[config.mk]
export PLATFORM = sky130hd
export DESIGN_NAME = pmd_decoder
export DESIGN_NICKNAME = d
export VERILOG_FILES = /design/src/hw/pmd_pkg.sv /design/src/hw/pmd_regbank.sv /design/src/hw/pmd_decoder.sv
export SDC_FILE = /design/constraint.sdc
export NUM_CORES = 1
export LEC_CHECK = 0
export BUFFER_PORTS_ARGS = -buffer_cell sky130_fd_sc_hd__buf_4
export CAP_MARGIN = 15
export CORE_UTILIZATION = 25
export DETAILED_ROUTE_END_ITERATION = 12
export PLACE_DENSITY = 0.4
export SYNTH_ARGS = -nofsm -noshare
export SYNTH_HDL_FRONTEND = slang
export SYNTH_HIERARCHICAL = 1
export SYNTH_SLANG_ARGS = --single-unit
[constraint.sdc]
create_clock -name clk_sys -period 5.2 [get_ports clk_sys]
set_input_delay 0 -clock clk_sys [delete_from_list [all_inputs] [get_ports clk_sys]]
set_output_delay 0 -clock clk_sys [all_outputs]
set_load 0.005 [all_outputs]
[src/hw/pmd_pkg.sv]
// Constants and types shared by the prefixed move decoder.
package pmd_pkg;

  // ****************************************************************
  // Opcodes. Group opcodes carry a register index in bits 2..0.
  // ****************************************************************
  localparam logic [7:0] OP_PREFIX = 8'h11;
  localparam logic [7:0] OP_MOV_ABS_IMM = 8'hcf;
  localparam logic [7:0] OP_MOV_A_HL = 8'h8b;
  localparam logic [7:0] OP_MOV_R_IMM = 8'h50;
  localparam logic [7:0] OP_MOV_A_R = 8'h60;
  localparam logic [7:0] OP_MOV_R_A = 8'h70;
  localparam logic [7:0] OP_GROUP_MASK = 8'hf8;
  localparam logic [7:0] OP_MOV_PSW_IMM = 8'hc1;
  localparam logic [7:0] OP_MOV_PSW_A = 8'hc2;
  localparam logic [7:0] OP_MOV_A_PSW = 8'hc3;
  localparam logic [7:0] OP_MOV_ES_IMM = 8'hc4;
  localparam logic [7:0] OP_MOV_ES_A = 8'hc5;
  localparam logic [7:0] OP_MOV_A_ES = 8'hc6;
  localparam logic [7:0] OP_MOV_A_ABS = 8'hc7;
  localparam logic [7:0] OP_MOV_ABS_A = 8'hc8;
  localparam logic [7:0] OP_MOVW_AX_ABS = 8'hc9;
  localparam logic [7:0] OP_BR_D8 = 8'hca;
  localparam logic [7:0] OP_BR_D16 = 8'hcb;
  localparam logic [7:0] OP_TABLE_JMP = 8'hcc;
  localparam logic [7:0] OP_RESTORE_PSW = 8'hcd;

  // ****************************************************************
  // Registers, flags and address space.
  // ****************************************************************
  localparam logic [2:0] REG_X = 3'h0;
  localparam logic [2:0] REG_A = 3'h1;
  localparam logic [1:0] PAIR_HL = 2'h3;
  localparam int PSW_CY = 0;
  localparam int PSW_AC = 4;
  localparam int PSW_Z = 6;
  localparam int PSW_IE = 7;
  localparam logic [7:0] PSW_RST = 8'h00;
  localparam logic [7:0] ES_RST = 8'h00;
  localparam logic [19:0] PC_RST = 20'h00000;
  localparam logic [63:0] REGS_RST = 64'h0;
  localparam logic [3:0] WIN_TOP = 4'hf;
  localparam logic [19:0] FLASH_LIMIT = 20'h10000;
  localparam logic [11:0] TABLE_PAGE = 12'h000;
  localparam logic [7:0] TABLE_MIN = 8'h80;
  localparam logic [7:0] TABLE_MAX = 8'hbf;

  // ****************************************************************
  // Execute clocks and register map.
  // ****************************************************************
  localparam logic [2:0] CYC_RAM = 3'h1;
  localparam logic [2:0] CYC_FLASH = 3'h4;
  localparam logic [2:0] CYC_PSW = 3'h3;
  localparam logic [7:0] OFF_CTRL = 8'h00;
  localparam logic [7:0] OFF_STATUS = 8'h04;
  localparam logic [7:0] OFF_REGS_LO = 8'h08;
  localparam logic [7:0] OFF_REGS_HI = 8'h0c;
  localparam logic [7:0] OFF_PC = 8'h10;
  localparam int CTRL_RUN = 0;
  localparam int ST_ILL = 1;

  // ****************************************************************
  // Types.
  // ****************************************************************
  typedef logic [7:0][7:0] pmd_regs_t;
  typedef enum logic [1:0] {PH_OPCODE, PH_OPERAND, PH_EXEC} pmd_phase_e;
  typedef struct packed {
    pmd_regs_t r;
  } pmd_bank_s;

endpackage

[src/hw/pmd_regbank.sv]
// Eight-entry byte register bank of the core.
`timescale 1ns/1ps
`default_nettype none
module pmd_regbank
  import pmd_pkg::*;
(
  // Clock and reset.
  input wire logic clk_sys,
  input wire logic nrst,
  // Byte write port.
  input wire logic wrEn,
  input wire logic [2:0] wrIdx,
  input wire logic [7:0] wrData,
  // All eight registers, straight from the flip-flops.
  output var pmd_regs_t regsOut
);

  pmd_bank_s bank_q;
  pmd_bank_s bank_d;

  // One byte write per clock is all the move group ever needs.
  always_comb begin
    bank_d = bank_q;
    if (wrEn) begin
      bank_d.r[wrIdx] = wrData;
    end
  end

  // Register the bank.
  always_ff @(posedge clk_sys or negedge nrst) begin
    if (!nrst) begin
      bank_q <= '{r: REGS_RST};
    end else begin
      bank_q <= bank_d;
    end
  end

  assign regsOut = bank_q.r;
endmodule // pmd_regbank
`default_nettype wire

[src/hw/pmd_decoder.sv]
// Prefixed 8-bit data-transfer decoder and executor with APB access.
//
// Decided for this implementation: the APB slave port and the address map.
`timescale 1ns/1ps
`default_nettype none
module pmd_decoder
  import pmd_pkg::*;
(
  // Clock and reset.
  input wire logic clk_sys,
  input wire logic nrst,
  // APB slave.
  input wire logic psel,
  input wire logic penable,
  input wire logic pwrite,
  input wire logic [7:0] paddr,
  input wire logic [31:0] pwdata,
  output logic [31:0] prdata,
  output logic pready,
  output logic pslverr,
  // Instruction fetch path.
  output logic fetchReq,
  output logic [19:0] fetchAddr,
  input wire logic fetchValid,
  input wire logic [7:0] fetchData,
  // Data memory bus.
  output logic memRd,
  output logic memWr,
  output logic [19:0] memAddr,
  output logic [7:0] memWdata,
  input wire logic [7:0] memRdata,
  // Interrupt and DMA arbitration.
  input wire logic irqReq,
  output logic irqAck,
  input wire logic dmaReq,
  output logic dmaGrant
);

  // ****************************************************************
  // State.
  // ****************************************************************
  typedef struct packed {
    pmd_phase_e phase;
    logic [19:0] pc;
    logic [7:0] op;
    logic [23:0] opnd;
    logic [1:0] need;
    logic pfx;
    logic curPfx;
    logic [7:0] es;
    logic [7:0] program_status_word;
    logic [7:0] savedPsw;
    logic [19:0] addr;
    logic [7:0] wdata;
    logic [7:0] tmp;
    logic rd;
    logic wr;
    logic hi;
    logic first;
    logic [2:0] waitCnt;
    logic run;
    logic illegal;
    logic [31:0] prdata;
    logic pslverr;
  } pmd_state_s;

  localparam pmd_state_s ST_RST = '{phase: PH_OPCODE, pc: PC_RST, es: ES_RST,
                                    program_status_word: PSW_RST, savedPsw: PSW_RST, default: '0};

  pmd_state_s st_q;
  pmd_state_s st_d;
  pmd_regs_t regs;
  logic wrEn;
  logic [2:0] wrIdx;
  logic [7:0] wrData;
  logic boundary;
  logic launch;
  logic done;
  logic lPfx;
  logic wHit;
  logic execLast;
  logic [7:0] lOp;
  logic [23:0] lOpnd;
  logic [3:0] window;
  logic [15:0] abs16;
  logic [7:0] grp;
  logic [2:0] rIdx;
  logic [31:0] rdVal;
  logic [7:0] pswSrc;

  // Operand bytes that follow each opcode.
  function automatic logic [1:0] opLen(input logic [7:0] op);
    logic [1:0] len;
    len = 2'h0;
    if ((op & OP_GROUP_MASK) == OP_MOV_R_IMM) begin
      len = 2'h1;
    end
    case (op)
      OP_MOV_PSW_IMM, OP_MOV_ES_IMM, OP_BR_D8, OP_TABLE_JMP: len = 2'h1;
      OP_MOV_A_ABS, OP_MOV_ABS_A, OP_MOVW_AX_ABS, OP_BR_D16: len = 2'h2;
      OP_MOV_ABS_IMM: len = 2'h3;
      default: len = len;
    endcase
    return len;
  endfunction

  // Code flash sits below the limit; everything above is RAM or SFR.
  function automatic logic isFlash(input logic [19:0] a);
    return a < FLASH_LIMIT;
  endfunction

  // Register pair p is built from bytes 2p+1 (high) and 2p (low).
  function automatic logic [15:0] pairOf(input pmd_regs_t rg, input logic [1:0] p);
    return {rg[{p, 1'h1}], rg[{p, 1'h0}]};
  endfunction

  pmd_regbank u_bank (
    .clk_sys(clk_sys),
    .nrst(nrst),
    .wrEn(wrEn),
    .wrIdx(wrIdx),
    .wrData(wrData),
    .regsOut(regs)
  );

  // ****************************************************************
  // Bus outputs.
  // ****************************************************************
  // Arbitration only happens at a clean instruction boundary.
  assign boundary = (st_q.phase == PH_OPCODE) && !st_q.pfx;
  assign dmaGrant = boundary && dmaReq;
  assign irqAck = boundary && !dmaReq && st_q.run && irqReq && st_q.program_status_word[PSW_IE];
  assign fetchReq = (st_q.phase != PH_EXEC) && (st_q.run || !boundary) && !dmaGrant && !irqAck;
  assign fetchAddr = st_q.pc;
  assign execLast = (st_q.phase == PH_EXEC) && (st_q.waitCnt == 3'h0);
  assign memRd = (st_q.phase == PH_EXEC) && st_q.rd;
  assign memWr = execLast && st_q.wr;
  assign memAddr = st_q.addr;
  assign memWdata = st_q.wdata;
  assign prdata = st_q.prdata;
  assign pslverr = st_q.pslverr;
  assign pready = 1'h1;
  assign pswSrc = (st_q.op == OP_MOV_PSW_IMM) ? st_q.opnd[7:0] : regs[REG_A];

  // APB read decode; an unmapped offset answers with an error.
  always_comb begin
    wHit = 1'h1;
    rdVal = 32'h0;
    case (paddr)
      OFF_CTRL: rdVal = {31'h0, st_q.run};
      OFF_STATUS: rdVal = {8'h00, st_q.es, st_q.program_status_word, 5'h00, !boundary, st_q.illegal, st_q.pfx};
      OFF_REGS_LO: rdVal = regs[3:0];
      OFF_REGS_HI: rdVal = regs[7:4];
      OFF_PC: rdVal = {12'h000, st_q.pc};
      default: wHit = 1'h0;
    endcase
  end

  // ****************************************************************
  // Next state.
  // ****************************************************************
  // The APB part comes first so that a later hardware set of the
  // illegal flag wins over a software clear in the same cycle.
  always_comb begin
    st_d = st_q;
    wrEn = 1'h0;
    wrIdx = REG_A;
    wrData = 8'h00;
    launch = 1'h0;
    done = 1'h0;
    lOp = st_q.op;
    lOpnd = st_q.opnd;
    lPfx = st_q.curPfx;
    window = WIN_TOP;
    abs16 = 16'h0000;
    grp = st_q.op & OP_GROUP_MASK;
    rIdx = st_q.op[2:0];
    if (psel && !penable) begin
      st_d.prdata = pwrite ? 32'h0 : rdVal;
      st_d.pslverr = !wHit;
    end
    if (psel && penable && pwrite && wHit) begin
      if (paddr == OFF_CTRL) begin
        st_d.run = pwdata[CTRL_RUN];
      end
      if (paddr == OFF_STATUS && pwdata[ST_ILL]) begin
        st_d.illegal = 1'h0;
      end
    end
    case (st_q.phase)
      PH_OPCODE: begin
        if (irqAck) begin
          st_d.savedPsw = st_q.program_status_word;
          st_d.program_status_word[PSW_IE] = 1'h0;
        end else if (fetchReq && fetchValid) begin
          st_d.pc = st_q.pc + 20'h00001;
          if (fetchData == OP_PREFIX && !st_q.pfx) begin
            st_d.pfx = 1'h1;
          end else begin
            st_d.op = fetchData;
            st_d.need = opLen(fetchData);
            st_d.curPfx = st_q.pfx;
            lOp = fetchData;
            lPfx = st_q.pfx;
            if (opLen(fetchData) == 2'h0) begin
              launch = 1'h1;
            end else begin
              st_d.phase = PH_OPERAND;
            end
          end
        end
      end
      PH_OPERAND: begin
        if (fetchValid) begin
          st_d.pc = st_q.pc + 20'h00001;
          st_d.opnd = {st_q.opnd[15:0], fetchData};
          st_d.need = st_q.need - 2'h1;
          lOpnd = st_d.opnd;
          launch = (st_q.need == 2'h1);
        end
      end
      PH_EXEC: begin
        st_d.first = 1'h0;
        if (st_q.waitCnt != 3'h0) begin
          st_d.waitCnt = st_q.waitCnt - 3'h1;
        end else begin
          done = 1'h1;
          if (grp == OP_MOV_R_IMM) begin
            wrEn = 1'h1;
            wrIdx = rIdx;
            wrData = st_q.opnd[7:0];
          end else if (grp == OP_MOV_A_R || grp == OP_MOV_R_A) begin
            if (rIdx == REG_A) begin
              st_d.illegal = 1'h1;
            end else begin
              wrEn = 1'h1;
              wrIdx = (grp == OP_MOV_A_R) ? REG_A : rIdx;
              wrData = (grp == OP_MOV_A_R) ? regs[rIdx] : regs[REG_A];
            end
          end else begin
            case (st_q.op)
              OP_MOV_PSW_IMM, OP_MOV_PSW_A: st_d.program_status_word = pswSrc;
              OP_MOV_ES_IMM: st_d.es = st_q.opnd[7:0];
              OP_MOV_ES_A: st_d.es = regs[REG_A];
              OP_RESTORE_PSW: st_d.program_status_word = st_q.savedPsw;
              OP_MOV_A_PSW, OP_MOV_A_ES, OP_MOV_A_HL, OP_MOV_A_ABS: begin
                wrEn = 1'h1;
                wrData = (st_q.op == OP_MOV_A_PSW) ? st_q.program_status_word :
                         (st_q.op == OP_MOV_A_ES) ? st_q.es : memRdata;
              end
              OP_MOV_ABS_A, OP_MOV_ABS_IMM: done = 1'h1;
              OP_BR_D8: st_d.pc = st_q.pc + {{12{st_q.opnd[7]}}, st_q.opnd[7:0]};
              OP_BR_D16: st_d.pc = st_q.pc + {{4{st_q.opnd[7]}}, st_q.opnd[7:0],
                                              st_q.opnd[15:8]};
              OP_MOVW_AX_ABS, OP_TABLE_JMP: begin
                if (!st_q.rd) begin
                  done = 1'h1;
                end else if (!st_q.hi) begin
                  // Low byte first, then the odd address of the pair.
                  st_d.tmp = memRdata;
                  st_d.hi = 1'h1;
                  st_d.first = 1'h1;
                  st_d.addr[0] = 1'h1;
                  st_d.waitCnt = isFlash(st_q.addr) ? CYC_FLASH - 3'h1 : CYC_RAM - 3'h1;
                  done = 1'h0;
                  wrEn = (st_q.op == OP_MOVW_AX_ABS);
                  wrIdx = REG_X;
                  wrData = memRdata;
                end else if (st_q.op == OP_MOVW_AX_ABS) begin
                  wrEn = 1'h1;
                  wrData = memRdata;
                end else begin
                  st_d.pc = {TABLE_PAGE[11:8], memRdata, st_q.tmp};
                end
              end
              default: st_d.illegal = 1'h1;
            endcase
          end
          if (done) begin
            // The prefix dies with the instruction it widened.
            st_d.phase = PH_OPCODE;
            st_d.pfx = 1'h0;
            st_d.curPfx = 1'h0;
            st_d.rd = 1'h0;
            st_d.wr = 1'h0;
            st_d.hi = 1'h0;
          end
        end
      end
      default: st_d.phase = PH_OPCODE;
    endcase
    // Launch: form the address and the execute length.
    if (launch) begin
      window = lPfx ? st_q.es[3:0] : WIN_TOP;
      abs16 = {lOpnd[7:0], lOpnd[15:8]};
      st_d.phase = PH_EXEC;
      st_d.first = 1'h1;
      st_d.op = lOp;
      st_d.opnd = lOpnd;
      st_d.rd = 1'h0;
      st_d.wr = 1'h0;
      st_d.hi = 1'h0;
      st_d.waitCnt = CYC_RAM - 3'h1;
      case (lOp)
        OP_MOV_A_HL: begin
          st_d.addr = {window, pairOf(regs, PAIR_HL)};
          st_d.rd = 1'h1;
        end
        OP_MOV_A_ABS: begin
          st_d.addr = {window, abs16};
          st_d.rd = 1'h1;
        end
        OP_MOV_ABS_A: begin
          st_d.addr = {window, abs16};
          st_d.wr = 1'h1;
          st_d.wdata = regs[REG_A];
        end
        OP_MOV_ABS_IMM: begin
          st_d.addr = {window, lOpnd[15:8], lOpnd[23:16]};
          st_d.wr = 1'h1;
          st_d.wdata = lOpnd[7:0];
        end
        OP_MOVW_AX_ABS: begin
          st_d.addr = {window, abs16[15:1], 1'h0};
          st_d.rd = 1'h1;
        end
        OP_TABLE_JMP: begin
          // An odd or out-of-range table slot makes no access at all.
          if (lOpnd[7:0] >= TABLE_MIN && lOpnd[7:0] <= TABLE_MAX && !lOpnd[0]) begin
            st_d.addr = {TABLE_PAGE, lOpnd[7:0]};
            st_d.rd = 1'h1;
          end else begin
            st_d.illegal = 1'h1;
          end
        end
        OP_MOV_PSW_IMM, OP_MOV_PSW_A: st_d.waitCnt = CYC_PSW - 3'h1;
        default: st_d.rd = 1'h0;
      endcase
      if (st_d.rd && isFlash(st_d.addr)) begin
        st_d.waitCnt = CYC_FLASH - 3'h1;
      end
    end
  end

  // Register the whole state.
  always_ff @(posedge clk_sys or negedge nrst) begin
    if (!nrst) begin
      st_q <= ST_RST;
    end else begin
      st_q <= st_d;
    end
  end
endmodule // pmd_decoder
`default_nettype wire

Word-level counts from Yosys, hierarchy flattened
Index checks and enable logic that the tools add are counted.
- add/sub/neg operators: 5
- order comparisons: 7
- equality and inequality tests: 75
- multiplexer cells: 141
- bitwise logic cells: 4
- reductions and logical operators: 82
- operator list (cell ; count):
    $eq A8 B8 Y1 const B ; 32
    $mux W20 ; 8
    $pmux W32 S5 ; 1
    $mux W8 ; 19
    $pmux W20 S3 ; 2
    $pmux W20 S5 ; 1
    $mux W24 ; 3
    $bwmux W64 ; 1
    $mux W32 ; 2
    $pmux W8 S2 ; 4
    $mux W30 ; 2
    $mux W1 ; 52
    $add A20 B20 Y20 ; 2
    $lt A20 B17 Y1 const B ; 2
    $mux W16 ; 2
    $mux W3 ; 9
    $ne A3 B3 Y1 const B ; 9
    $mux W26 ; 1
    $bmux W8 S3 ; 1
    $demux W8 S3 ; 1
    $reduce_and A6 Y1 ; 4
    $logic_and A1 B1 Y1 ; 23
    $mux W22 ; 1
    $reduce_bool A2 Y1 ; 11
    other kinds (45) ; 121
- bits in registers: 223
- bits of input ports: 64
- output and inout bits: 87
- word-level logic and storage cells: 345

Depth between registers and ports, before layout
- word-level depth: 23
- depth in mapped cells: 15
- gate-level depth less buffers: 14

Hierarchy
The synthesis kept the hierarchy.
- modules (own cells, without submodules) (module ; instances ; cells each ; area each (um2) ; sequential area each (um2)):
    pmd_decoder ; 1 ; 1288 ; 11272.1 ; 3978.8
    pmd_regbank ; 1 ; 143 ; 2452.4 ; 1601.5

Worst setup path after synthesis
OpenSTA, ideal clock, no wires.
- path type: register to register
- start point: register st_q, in the netlist grp[6]
- end point: register st_q, in the netlist fetchAddr[18]
- setup time: 127 ps
- data arrival time: 4451 ps
- data required time: 5073 ps
- setup slack: 622 ps
- stages on the path, launching flop included: 15
- path through: dfrtp_1 -> nor4bb_1 -> nand2_1 -> nor3_1 -> clkbuf_1 -> mux2_2 -> ha_1 -> o21a_1 -> o21ai_0 -> o31ai_1 -> a2111oi_0 -> o21ai_0 -> a31oi_1 -> xor2_1 -> o21ai_0
- cells in the longest elaborated chain, start to end: 7
- elaborated cells on any way between the ends: 21
- those cells by class: eq/ne: 13; mux: 5; reduce/logical: 3
- ends and longest elaborated chain (item ; line ; RTL):
    from (decl) ; pmd_decoder.sv:70 ; pmd_state_s st_q;
    from (signal assigned) ; pmd_decoder.sv:350 ; st_q <= st_d;
    $eq A8 B8 Y1 (on tied branches) ; pmd_decoder.sv:241, pmd_decoder.sv:269 ;
    $reduce_or A2 Y1 ; - ;
    $pmux W20 S3 ; pmd_decoder.sv:241 ; case (st_q.op)
    $mux W20 ; pmd_decoder.sv:232 ; end else if (grp == OP_MOV_A_R || grp == OP_MOV_R_A) begin
    $mux W20 ; pmd_decoder.sv:228 ; if (grp == OP_MOV_R_IMM) begin
    $mux W22 ; pmd_decoder.sv:224 ; if (st_q.waitCnt != 3'h0) begin
    $pmux W20 S3 ; pmd_decoder.sv:190 ; case (st_q.phase)
Parallel ways exist; a longest one is shown, timed or not. The select of a mux whose other input is x is not followed.
A chain may end at the register's enable or synchronous reset.

Worst setup path after layout
- start point: register st_q, in the netlist grp[6]
- end point: register st_q, in the netlist fetchAddr[13]
Same word-level chain as after synthesis.

==> metrics.yaml <==
status:
  outcome: "complete, no violations"
flow_run:
  cap_violations: 0
floorplan:
  start_util_pct: 25.4
  die_w_um: 236
  io_pins: 151
  core_um2: 54000
  num_rows: 85
  die-area_um2: 55800
  die_h_um: 236
critical_path:
  cp_common_cell: "o31ai_1"
  crit_path_max_incr_delay_ns: 0.45
  start_kind: "register"
  r2r-start: "grp[6]"
  critPathArrivalTime_ns: 5.11
  worstSetupEndpointType: "register"
  cp_slowest_cell: "o311ai_0"
  criticalPathCategory: "reg -> reg"
  ff2ff_path_depth: 14
  critical_path_required_ns: 5.69
  cp_cell_sequence: "nor4bb_1 > nand2_1 > nor3_2 > buf_4 > mux2_2 > ha_1 > o21a_1 > o21ai_0 > o31ai_1 > o31ai_1 > a21oi_1 > o31a_1 > o311ai_0 > nor3b_1"
  regToRegEndpoint: "fetchAddr[13]"
  rrSetupSlack_ns: 0.58
  cp_max_fo: 15
synth:
  ys_seq_elements: 223
  ys_seq_area_share_pct: 40.7
  syn-num-nets: 1519
  synth_top_cell_by_area: "dfrtp_1"
  synthFlopType: "dfrtp_1"
  synth_area_leaders: "dfrtp_1, mux2_2, nand2_1, buf_4, o21ai_0"
  async_flop_share_pct: 100
  synth.distinct_cells: 81
  synth_most_common_cell: "dfrtp_1"
  mappedNetlistArea_um2: 13700
  avgSynthCellArea_um2: 9.59
  synth_top_area_share_pct: 40.7
  synth_common_cells: "dfrtp_1, nand2_1, mux2_2"
  ys_warn_count: 6
  synth_enable_flop_cells: 0
  syn_inst: 1431
detailed_routing:
  route.detailed.drc: 0
  drtIter0Drc: 938
  avgRoutedWirePerCell_um: 24.7
  first_pass_iters: 7
  viasPerCell: 5.23
  final_antenna_net_count: 0
  vias: 11500
  drt_wl_total_um: 54600
clocking:
  cts_buffers: 29
  clock_path_buffers: 3
  cts_tree: "built"
  clk_latency_ns: 0.57
  clockRootBuffer: "clkbuf_16"
  cts_setup_buffers: 0
  clk_pin_slew_ns: 0.06
  cts.sinks: 223
  htree_levels: 1
global_route:
  grt_use_met3_pct: 2.40
  grt_pass1_wl_um: 80300
  grt_pass1_vias: 11500
  grt_max_degree: 107
  grt_use_met2_pct: 31.8
  grt-ovfl-total: 0
  grt_usage_pct: 19.3
  met1_usage_pct: 26.5
  antenna_found_initial: 1
  grt-busiest-layer: "met2"
timing:
  finalMaxSlewViolations: 0
  rsz0062_at_grt: "no"
  period_share_pct: 88.9
  fin_ws_ns: 0.578
  clock.fmax_mhz: 216
  period_needed_ns: 4.62
  max_slew_margin_pct: 19.0
  setup_violations: 0
  finalClockSkew_ns: 0.0135
  max_slew.worst_pin.slew_ns: 1.21
  fin_setup_tns_ns: 0
  hold_viol_final: 0
power:
  ir_drop_uv: 225
  leakage_nw: 7.13
  powerDensity_nw_per_um2: 286
min_path:
  worstHoldEndpoint: "pslverr"
  hold_path_class: "in -> reg"
  min_from: "paddr[1]"
  holdPathStages: 4
place:
  gp_congestion: 0.892
  place_hpwl_um: 39700
  pre_cts_ws_ns: 0.620
  placed_area_um2: 14900
  port_buffers: 119
final_layout:
  syn2layout_area_growth_pct: 17.4
  drive_gt1_share_pct: 24.4
  utilization_pct: 29.8
  antennaDiodeCount: 0
  nNetsFinal: 1576
  stdcell_area_um2: 16100
logic make-up (layout without fill, tap and decap cells):
group / after synthesis / count (layout) / synth area share, %
adders and majority gates: 24 / 24 / 2.24
xor gates and xnor gates: 16 / 16 / 1.02
DFF: 223 / 223 / 40.7
and+or+nand+nor: 404 / 404 / 14.1
AOI/OAI and AO/OA: 394 / 394 / 18.9
muxes: 179 / 179 / 15.2
other: 1 / 1 / 0.0273
buffers and inverters: 190 / 269 / 7.74
power breakdown:
group	switching [mW]	leakage (nW)	internal (mW)	total [mW]
clock network	0.818	0.466	1.21	2.02
registers	0.102	2.89	1.79	1.89
logic	0.431	3.77	0.271	0.702
total	1.35	7.13	3.26	4.61
through the flow:
| stage | std cells | hold slack [ns] | power [mW] |
|---|---|---|---|
| finish | 2206 | 0.0293 | 4.61 |
| global route | 2206 | 0.0706 | 4.80 |
| CTS | 2206 | 0.000142 | 4.66 |
| detailed placement | 2121 | 0.165 | 2.60 |
| floorplan | 1431 | -0.296 | 2.28 |
| global placement | 2121 | 0.148 | 2.60 |
worst max path at each step:
stage / startpoint / to / slack, ns
floorplan: grp[6] / fetchAddr[18] / 0.62
global placement: grp[6] / fetchAddr[18] / 0.62
detailed placement: grp[6] / fetchAddr[18] / 0.62
CTS: grp[6] / fetchAddr[18] / 0.58
global route: grp[6] / fetchAddr[18] / 0.11
finish: grp[6] / fetchAddr[13] / 0.58
cell type report:
type | count | area (µm²)
Timing Repair Buffer | 193 | 1540
Multi-Input combinational cell | 1018 | 7100
Sequential cell | 223 | 5580
Tap cell | 696 | 871
Clock inverter | 10 | 106
Fill cell | 5707 | 37900
Clock buffer | 43 | 838
Inverter | 23 | 86.3
placed cells by master (no fill, tap or decap), types with 18 or more instances in the layout:
| cell type | n |
|---|---|
| nand2_1 | 183 |
| a22oi_1 | 44 |
| dfrtp_1 | 223 |
| nor3_1 | 20 |
| a21oi_1 | 72 |
| a222oi_1 | 18 |
| o21ai_0 | 107 |
| clkbuf_16 | 29 |
| buf_4 | 160 |
| dlygate4sd3_1 | 32 |
| ha_1 | 23 |
| inv_1 | 23 |
| mux2i_1 | 36 |
| mux2_2 | 128 |
| nor2_1 | 67 |
| a31oi_1 | 27 |
| nand3_1 | 25 |
repair_timing:
| item | 4_1_cts | 5_1_grt |
|---|---|---|
| resized for setup | 0 | 1 |
| hold endpoints to repair | 150 | 0 |
| endpoints found under the setup margin | 0 | 1 |
| hold buffers | 32 | 0 |
registers in the layout (all words and copies together) (netlist names):
| name | flops |
|---|---|
| st_q | 70 |
| u_bank/regsOut | 64 |
| prdata | 32 |
| fetchAddr | 20 |
| memAddr | 20 |
| memWdata | 8 |
| grp | 5 |
| rIdx | 3 |
| pslverr | 1 |
critical path, delay by kind of cell, from the launching register on:
kind	cells	cell delay, ns
flops	1	0.44
simple gates	4	1.11
buf+inv	1	0.25
compound gates	7	2.04
mux	1	0.36
fa+ha+maj	1	0.32
per-layer routing:
layer  vias up  wire (µm)
li1       5293          -
met1      5898      25300
met2       272      25900
met3        68       2170
met4         0       1250
met5         -          0
Power figures use the tool's default switching activity.
